File: src/rtl/pcc_pkg.sv
// Purpose: constants and carriers for the primary control config bank
// Assumes: bit positions of the 32-bit control word
// Notes: upper bits 31..22 beyond bit 21 handled elsewhere, mode field is an input
package pcc_pkg;
  localparam int unsigned PCC_W = 32;
  localparam int unsigned B_IF_CLR = 21;
  localparam int unsigned B_SINE = 16;
  localparam int unsigned B_AUTOCLR_PH = 13;
  localparam int unsigned B_CLR_PH = 11;
  localparam int unsigned B_LOAD_ARR = 10;
  localparam int unsigned B_OSK_EN = 9;
  localparam int unsigned B_OSK_AUTO = 8;
  localparam int unsigned B_DIG_PD = 7;
  localparam int unsigned B_DAC_PD = 6;
  localparam int unsigned B_REF_PD = 5;
  localparam int unsigned B_AUX_PD = 4;
  localparam int unsigned B_EXT_PD_FAST = 3;
  localparam int unsigned B_AUTO_PD = 2;
  localparam int unsigned B_SDIO_IN = 1;
  localparam int unsigned B_LSB_FIRST = 0;
  // Implemented (writable) bits; others read as zero
  localparam logic [31:0] PCC_MASK = 32'h0023_2FFF;
  localparam logic [31:0] PCC_RESET = 32'h0000_0000;
  // Immediate bits bypass the holding buffer
  localparam logic [31:0] PCC_IMMED = 32'h0000_00A0;
  localparam logic [1:0] MODE_SINGLE_TONE = 2'h1;
  localparam int unsigned FLUSH_CYCLES = 8;

  typedef struct packed {
    logic if_clear;
    logic sine_sel;
    logic phase_sync_clr;
    logic phase_static_clr;
    logic arr_reload;
    logic osk_enable;
    logic osk_auto;
    logic digital_pd;
    logic dac_pd;
    logic ref_pd;
    logic aux_pd;
    logic ext_pd_fast;
    logic auto_pd_active;
    logic flush;
    logic sdio_input_only;
    logic lsb_first;
  } pcc_ctrl_t;
endpackage

File: src/rtl/pcc_hold.sv
// Purpose: holding buffer and active copy of the control word
// Assumes: write and update strobes on core_clk
// Notes: immediate bits pass straight to the active copy
`timescale 1ns/10ps
module pcc_hold (
  // Clock and reset
  input wire logic core_clk,
  input wire logic rst_n,
  // Write side
  input wire logic wr_en,
  input wire logic [pcc_pkg::PCC_W-1:0] wr_data,
  input wire logic update,
  input wire logic clr_if_done,
  // Outputs
  output logic [pcc_pkg::PCC_W-1:0] hold_q,
  output logic [pcc_pkg::PCC_W-1:0] active_q
);
  import pcc_pkg::*;
  logic [PCC_W-1:0] hold_reg, hold_next, act_reg, act_next;

  always_comb begin
    hold_next = hold_reg;
    act_next = act_reg;
    if (clr_if_done) begin
      hold_next[B_IF_CLR] = 1'b0;
      act_next[B_IF_CLR] = 1'b0;
    end
    if (wr_en) begin
      hold_next = wr_data & PCC_MASK;
    end
    if (update) begin
      act_next = hold_next;
    end else begin
      act_next = (act_next & ~PCC_IMMED) | (hold_next & PCC_IMMED);
    end
  end

  always_ff @(posedge core_clk or negedge rst_n) begin
    if (!rst_n) begin
      hold_reg <= PCC_RESET;
      act_reg <= PCC_RESET;
    end else begin
      hold_reg <= hold_next;
      act_reg <= act_next;
    end
  end

  assign hold_q = hold_reg;
  assign active_q = act_reg;
endmodule

File: src/rtl/pcc_top.sv
// Purpose: lower control bits of the primary control config register
// Assumes: serial port decoder delivers whole words on core_clk
// Notes: mode field and profile change come from neighbouring logic
// What this block does
// - Clear bit resets interpolation filter accumulators through a registered output, then clears itself after 8 cycles.
// - Bit 16 picks sine when set, cosine when clear, only single tone.
// - Bit 13 resets phase accumulator on every update or profile change.
// - Bit 11 holds phase accumulator in static reset.
// - Bit 10 reloads ramp rate timer on update or profile change.
// - Bit 9 enables output shift keying, default off.
// - Bit 8 picks automatic over manual keying, only with bit 9.
// - Bit 7 stops digital core clocks immediately on write.
// - Bit 6 powers down main converter clocks and bias.
// - Bit 5 powers down reference input and PLL immediately.
// - Bit 4 powers down auxiliary converter clocks and bias.
// - Bit 3 picks fast recovery over full power-down for the pin.
// - Bit 2 flushes and stops clocks while transmit enable is low, except in single tone.
// - Bit 1 makes serial data pin input only, three-wire.
// - Bit 0 shifts least significant bit first.
// - Written bits other than 7 and 5 wait in a holding buffer until update or profile change.
// - Mode field 01 means single tone.
`timescale 1ns/10ps
module pcc_top (
  // Clock and reset
  input wire logic core_clk,
  input wire logic rst_n,
  // Serial port word access
  input wire logic wr_en,
  input wire logic [pcc_pkg::PCC_W-1:0] wr_data,
  output logic [pcc_pkg::PCC_W-1:0] rd_data,
  // Update sources
  input wire logic io_update,
  input wire logic profile_change,
  // Context
  input wire logic [1:0] operating_mode,
  input wire logic transmit_enable_pin,
  input wire logic external_powerdown_pin,
  // Controls
  output pcc_pkg::pcc_ctrl_t ctrl,
  output logic full_pd,
  output logic fast_pd
);
  import pcc_pkg::*;

  // ---------------------------------------------
  // Pin synchronisers
  // ---------------------------------------------
  logic [1:0] s1_reg, s1_next, s2_reg, s2_next;
  logic txen_s, epd_s;
  always_comb begin
    s1_next = {transmit_enable_pin, external_powerdown_pin};
    s2_next = s1_reg;
  end
  always_ff @(posedge core_clk or negedge rst_n) begin
    if (!rst_n) begin
      // Idle levels: transmit enabled, power-down pin released
      s1_reg <= 2'h2;
      s2_reg <= 2'h2;
    end else begin
      s1_reg <= s1_next;
      s2_reg <= s2_next;
    end
  end
  assign txen_s = s2_reg[1];
  assign epd_s = s2_reg[0];

  // ---------------------------------------------
  // Holding buffer and active word
  // ---------------------------------------------
  logic upd;
  logic clr_done;
  logic [PCC_W-1:0] hold_w, act_w;
  assign upd = io_update | profile_change;
  pcc_hold u_hold (
    .core_clk(core_clk),
    .rst_n(rst_n),
    .wr_en(wr_en),
    .wr_data(wr_data),
    .update(upd),
    .clr_if_done(clr_done),
    .hold_q(hold_w),
    .active_q(act_w)
  );

  // ---------------------------------------------
  // Filter clear timing and flush
  // ---------------------------------------------
  logic [3:0] clr_cnt_reg, clr_cnt_next;
  logic [3:0] fl_cnt_reg, fl_cnt_next;
  logic single_tone, auto_pd;
  assign single_tone = (operating_mode == MODE_SINGLE_TONE);
  assign auto_pd = act_w[B_AUTO_PD] & ~single_tone;
  always_comb begin
    clr_cnt_next = 4'h0;
    clr_done = 1'b0;
    if (act_w[B_IF_CLR]) begin
      clr_cnt_next = clr_cnt_reg + 4'h1;
      if (clr_cnt_reg == 4'(FLUSH_CYCLES - 1)) begin
        clr_done = 1'b1; // self clearing after flush
        clr_cnt_next = 4'h0;
      end
    end
    fl_cnt_next = fl_cnt_reg;
    if (!(auto_pd && !txen_s)) begin
      fl_cnt_next = 4'h0;
    end else if (fl_cnt_reg != 4'(FLUSH_CYCLES)) begin
      fl_cnt_next = fl_cnt_reg + 4'h1;
    end
  end
  always_ff @(posedge core_clk or negedge rst_n) begin
    if (!rst_n) begin
      clr_cnt_reg <= 4'h0;
      fl_cnt_reg <= 4'h0;
    end else begin
      clr_cnt_reg <= clr_cnt_next;
      fl_cnt_reg <= fl_cnt_next;
    end
  end

  // ---------------------------------------------
  // Control outputs
  // ---------------------------------------------
  pcc_ctrl_t ctrl_reg, ctrl_next;
  logic full_reg, full_next, fast_reg, fast_next;
  always_comb begin
    ctrl_next.if_clear = act_w[B_IF_CLR];
    ctrl_next.sine_sel = act_w[B_SINE] & single_tone;
    ctrl_next.phase_sync_clr = act_w[B_AUTOCLR_PH] & upd;
    ctrl_next.phase_static_clr = act_w[B_CLR_PH];
    ctrl_next.arr_reload = act_w[B_LOAD_ARR] & upd;
    ctrl_next.osk_enable = act_w[B_OSK_EN];
    ctrl_next.osk_auto = act_w[B_OSK_AUTO] & act_w[B_OSK_EN];
    ctrl_next.digital_pd = act_w[B_DIG_PD];
    ctrl_next.dac_pd = act_w[B_DAC_PD];
    ctrl_next.ref_pd = act_w[B_REF_PD];
    ctrl_next.aux_pd = act_w[B_AUX_PD];
    ctrl_next.ext_pd_fast = act_w[B_EXT_PD_FAST];
    // Clocks stop only after flush completes, restart when pin high
    ctrl_next.auto_pd_active = (fl_cnt_next == 4'(FLUSH_CYCLES));
    ctrl_next.flush = auto_pd & ~txen_s & (fl_cnt_next != 4'(FLUSH_CYCLES));
    ctrl_next.sdio_input_only = act_w[B_SDIO_IN];
    ctrl_next.lsb_first = act_w[B_LSB_FIRST];
    full_next = epd_s & ~act_w[B_EXT_PD_FAST];
    fast_next = epd_s & act_w[B_EXT_PD_FAST];
  end
  always_ff @(posedge core_clk or negedge rst_n) begin
    if (!rst_n) begin
      ctrl_reg <= '0;
      full_reg <= 1'b0;
      fast_reg <= 1'b0;
    end else begin
      ctrl_reg <= ctrl_next;
      full_reg <= full_next;
      fast_reg <= fast_next;
    end
  end
  assign ctrl = ctrl_reg;
  assign full_pd = full_reg;
  assign fast_pd = fast_reg;
  assign rd_data = hold_w & PCC_MASK;
endmodule

File: config.mk
export PLATFORM = sky130hd
export DESIGN_NAME = pcc_top
export DESIGN_NICKNAME = d
export VERILOG_FILES = /design/src/rtl/pcc_pkg.sv /design/src/rtl/pcc_hold.sv /design/src/rtl/pcc_top.sv
export SDC_FILE = /design/constraint.sdc
export NUM_CORES = 1
export LEC_CHECK = 0
export BUFFER_PORTS_ARGS = -buffer_cell sky130_fd_sc_hd__buf_2
export CORE_MARGIN = 2
export CORE_UTILIZATION = 45
export CTS_BUF_LIST = sky130_fd_sc_hd__clkbuf_16
export DETAILED_ROUTE_END_ITERATION = 16
export PLACE_DENSITY = 0.75
export SYNTH_ARGS = -nofsm -noshare
export SYNTH_HDL_FRONTEND = slang
export SYNTH_SLANG_ARGS = --single-unit
File: constraint.sdc
create_clock -name core_clk -period 2.8 [get_ports core_clk]
set_input_delay 0.56 -clock core_clk [delete_from_list [all_inputs] [get_ports core_clk]]
set_output_delay 0.56 -clock core_clk [all_outputs]
set_load 0.05 [all_outputs]
# Yosys cells after proc, flatten, opt, wreduce, memory -nomap -nowiden
# Cells that the tools add are included.
# totals
reg_bits	94
input_bits	41
out_inout_bits	50
word_cells	57
# op_classes
n_addsub	2
eq_ne	5
n_mux	10
bitwise	14
n_reduce_logical	2
# op_table
operator	n
$mux W32	2
$or A32 B8 Y32	1
$mux W4	4
$and A1 B1 Y1	9
$add A4 B1 Y4 const B	2
$ne A4 B4 Y1 const B	2
$eq A4 B3 Y1 const B	1
$eq A4 B4 Y1 const B	1
$mux W1	4
$not A1 Y1	3
$eq A2 B1 Y1 const B	1
$logic_and A1 B1 Y1	1
$logic_not A1 Y1	1
$or A1 B1 Y1	1

# Logic depth before layout (Yosys ltp)
# depth
ltp_word	7
mapped_depth	6
ltp_nobuf	6

# Modules after synthesis
# From an unflattened synthesis, not the netlist that was laid out.
# unflattened
cells_unflattened	226
hier_area_um2	3480.8
# modules_own_cells
module	n_inst	cells_per_inst	area_per_inst_um2	seq_area_each_um2
pcc_hold	1	138	2322.2	1551.5
pcc_top	1	88	1158.6	753.2

# Least setup slack after synthesis
# No wires, ideal clock.
# synth_path
path_kind	input-to-reg
from	in wr_en
to	reg u_hold.act_reg[0] (netlist: u_hold.active_q[0])
setup_ps	125
arrival_time_ps	1351
slack_ps	1324
stages	4
path_buffers	2
path_cell_list	buf_6 -> buf_12 -> mux2_4 -> mux2_4
# synth_via
elab_chain_cells	2
# synth_lines
item	line	source
start: declaration	pcc_top.sv:28	input wire logic wr_en,
$mux W32	pcc_hold.sv:28	if (wr_en) begin
via u_hold.hold_next[0]	pcc_hold.sv:19	logic [PCC_W-1:0] hold_reg, hold_next, act_reg, act_next;
$mux W32	pcc_hold.sv:31	if (update) begin
end signal: assignment	pcc_hold.sv:44	act_reg <= act_next;
end: declaration	pcc_hold.sv:19	
# The timed path passes the listed nets, and every way through them passes these cells.

# Worst setup path in the final report
# layout_path
from	reg u_hold.hold_reg[21] (netlist: u_hold.hold_q[21])
to	out rd_data[21] in the netlist's numbering
# layout_lines
item	line	source
start: declaration	pcc_hold.sv:19	
start signal: assignment	pcc_hold.sv:43	hold_reg <= hold_next;
end: declaration	pcc_top.sv:30	output logic [pcc_pkg::PCC_W-1:0] rd_data,
# No word-level cell between the ends.

==> run_results.csv <==
group,metric,value,unit
placed_design,hpwl,2550,um
layout,fill_cells,431,
run_status,status,"finished clean",
drt,drc,0,
pwr,switching_share,30.6,%
pwr,pwr-share-comb,17.9,%
placed_design,postPlaceCellArea,2570,um2
synthesis,synthArstFlopShare,100,%
drt,drtPass1Iterations,4,
synthesis,synth.area.top_cells,"dfrtp_1 (62%), mux2_2 (10%), buf_4 (5.9%)",
synthesis,synth_warnings,0,
global_routing,antenna_found_initial,0,
setup_path,end_kind,"output pin",
clock_network,cts_tree,"built",
synthesis,synthDistinctLibCells,28,
drt,antenna_left,0,
global_routing,grt_first_pass_wirelength,5970,um
placed_design,gp_congestion,0.836,
timing,max-slew-margin-rel,47.8,%
layout,largest_reg_flops,16,
clock_network,cts_buffer_depth,2,
floorplan,coreArea,5040,um2
drt,vias,1346,
layout,stdcell_area,2840,um2
setup_path,cp_top_family,"flip-flops",
setup_path,path_buf_inv,1,
timing,skew,0.00247,ns
timing,holdWs,0.234,ns
global_routing,grt_pass1_vias,1323,
global_routing,track_usage,15.0,%
synthesis,yosys_register_bits,59,
global_routing,grt.overflow.total,0,
drt,routedWlPerCell,12.2,um
synthesis,synth_ff_type,"dfrtp_1",
pwr,vdd_drop_max,0.459,mV
timing,final_hold_viol_count,0,
clock_network,htreeDepth,3,
setup_path,start_kind,"flop",
flow_run,cap_violations,0,
global_routing,grt_max_degree,35,
clock_network,cts_resized,0,
clock_network,root_buffer,"clkbuf_16",
layout,nets,269,
timing,setup-tns-final,0,ns
clock_network,cts_sinks,59,
floorplan,dieArea,5720,um2
placed_design,pre_cts_slack,0.998,ns
layout,area_growth,23.2,%
setup_path,critPathKind,"flop to output pin",
setup_path,critPathMaxStageDelay,0.37,ns
floorplan,die_h,75.6,um
pwr,p_leak,0.00140,uW
layout,finalNonFillerCells,300,
pwr,power_density,834,nW/um2
timing,rsz0062_at_grt,"no",
synthesis,yosys.area.top_type_share,61.8,%
pwr,p_switching,726,uW
synthesis,synth_most_common_cell,"dfrtp_1",
floorplan,num_rows,26,
clock_network,numCtsBuffers,9,
setup_path,crit_arrival,0.96,ns
setup_path,path_cells,"buf_2",
synthesis,netlist_instances,162,
timing,finalCritPeriodShare,54.3,%
timing,worst_slack,1.28,ns
placed_design,place_inst,284,
timing,fin_crit,1.52,ns
floorplan,dieWidth,75.6,um
placed_design,numPortBuffers,58,
setup_path,slowest_stage,"dfrtp_1",
pwr,p_int,1640,uW
drt,drt-initial-drc-count,39,
timing,fmax,0.658,GHz
worst_hold_path,hp-class,"input pin to async pin",
floorplan,ios,91,
timing,finalSetupViolCount,0,
setup_path,rrSetupSlack,1.29,ns
layout,num_antenna_cells,0,
setup_path,path_max_fanout,3,
timing,drv_slew,0,
pwr,seq_power_share,41.4,%
floorplan,start_util,45.8,%
pwr,p_clk_share,40.7,%
clock_network,hold_buffers,0,
setup_path,cp_data_required_time,2.24,ns
setup_path,startpoint,"u_hold.hold_q[21]",
synthesis,seq_area_frac_synth,64.1,%
clock_network,clk_pin_slew,0.05,ns
setup_path,r2r-start,"fl_cnt_reg[0]",
synthesis,avgSynthCellArea,14.2,um2
drt,wirelength,3670,um
synthesis,synth_edf_count,0,
synthesis,synthTopCellsByCount,"dfrtp_1 (57), mux2_2 (21), buf_4 (18)",
drt,vias_per_cell,4.49,
timing,tightestPinTransition,0.783,ns
synthesis,synth_area,2310,um2
synthesis,synth.largest_area_cell,"dfrtp_1",
clock_network,worstSkewPairLatency,0.32,ns
layout,drive_gt1_share,44.3,%
clock_network,postCtsSetupRepairBufs,0,
==> cells in the final DEF, fill, tap and decap left out <==
master / n
nand4b_1: 1
nand2b_1: 2
clkinv_2: 1
o2111ai_1: 1
or3_1: 1
ha_1: 3
o21ai_0: 3
dfrtp_1: 57
nor2b_1: 2
nand2_1: 5
dfstp_2: 2
nor2_1: 7
buf_12: 1
conb_1: 16
a311oi_1: 1
mux2_2: 21
clkinvlp_4: 3
a21oi_1: 2
clkbuf_16: 9
inv_1: 5
and3_1: 1
o211ai_1: 1
nand3b_1: 2
buf_2: 58
nor3_1: 1
mux2_4: 6
or2_1: 1
inv_6: 1
nand3_1: 6
and2_1: 6
clkinv_1: 2
xor2_1: 2
==> kinds of logic (layout without fill, tap and decap cells) <==
family / after synthesis / count (layout) / synth area share, %
AOI/OAI and AO/OA: 8 / 8 / 2.17
xor gates and xnor gates: 2 / 2 / 0.759
adders and majority gates: 3 / 3 / 1.63
buffers and inverters: 27 / 80 / 9.00
DFF: 59 / 59 / 64.1
muxes: 27 / 27 / 14.2
other: 1 / 16 / 0.163
and+or+nand+nor: 35 / 35 / 8.03
==> metrics by stage <==
stage          total power (uW)  utilization [%]
5_1_grt                    2480             56.4
4_1_cts                    2400             56.4
6_report                   2370             56.4
3_3_place_gp               1420             51.0
3_5_place_dp               1430             51.0
2_1_floorplan              1340                -
==> power groups by stage <==
| stage | logic, uW | registers [uW] | clock network (uW) |
|---|---|---|---|
| after global routing | 457 | 993 | 1030 |
| after detailed placement | 429 | 996 | 0 |
| after CTS | 430 | 983 | 992 |
| after floorplan | 175 | 1160 | 0 |
| final | 425 | 981 | 963 |
| after global placement | 423 | 992 | 0 |
==> area by class of cell <==
class | count | area, um2 | share of cell area, %
clock inverter | 7 | 43.8 | 1.54
sequential | 59 | 1480 | 52.0
multi-input combinational | 91 | 677 | 23.8
timing repair buffer | 59 | 310 | 10.9
tap | 70 | 87.6 | 3.08
clock buffer | 9 | 225 | 7.93
inverter | 5 | 18.8 | 0.661
==> worst paths after layout <==
kind,cells past startpoint,to
max,1,rd_data[21]
min,1,u_hold.hold_q[1]
max reg2reg,6,ctrl[2]
min reg2reg,0,s2_reg[0]
max in group asynchronous,2,s2_reg[1]
min in group core_clk,1,s1_reg[1]
==> routing by layer <==
metal	track usage (%)	share of wire, %
met5	0	0
met3	5.82	4.7
met2	24.6	53
met4	9.94	2.8
met1	16.0	40
(Power assumes the default switching activity.)
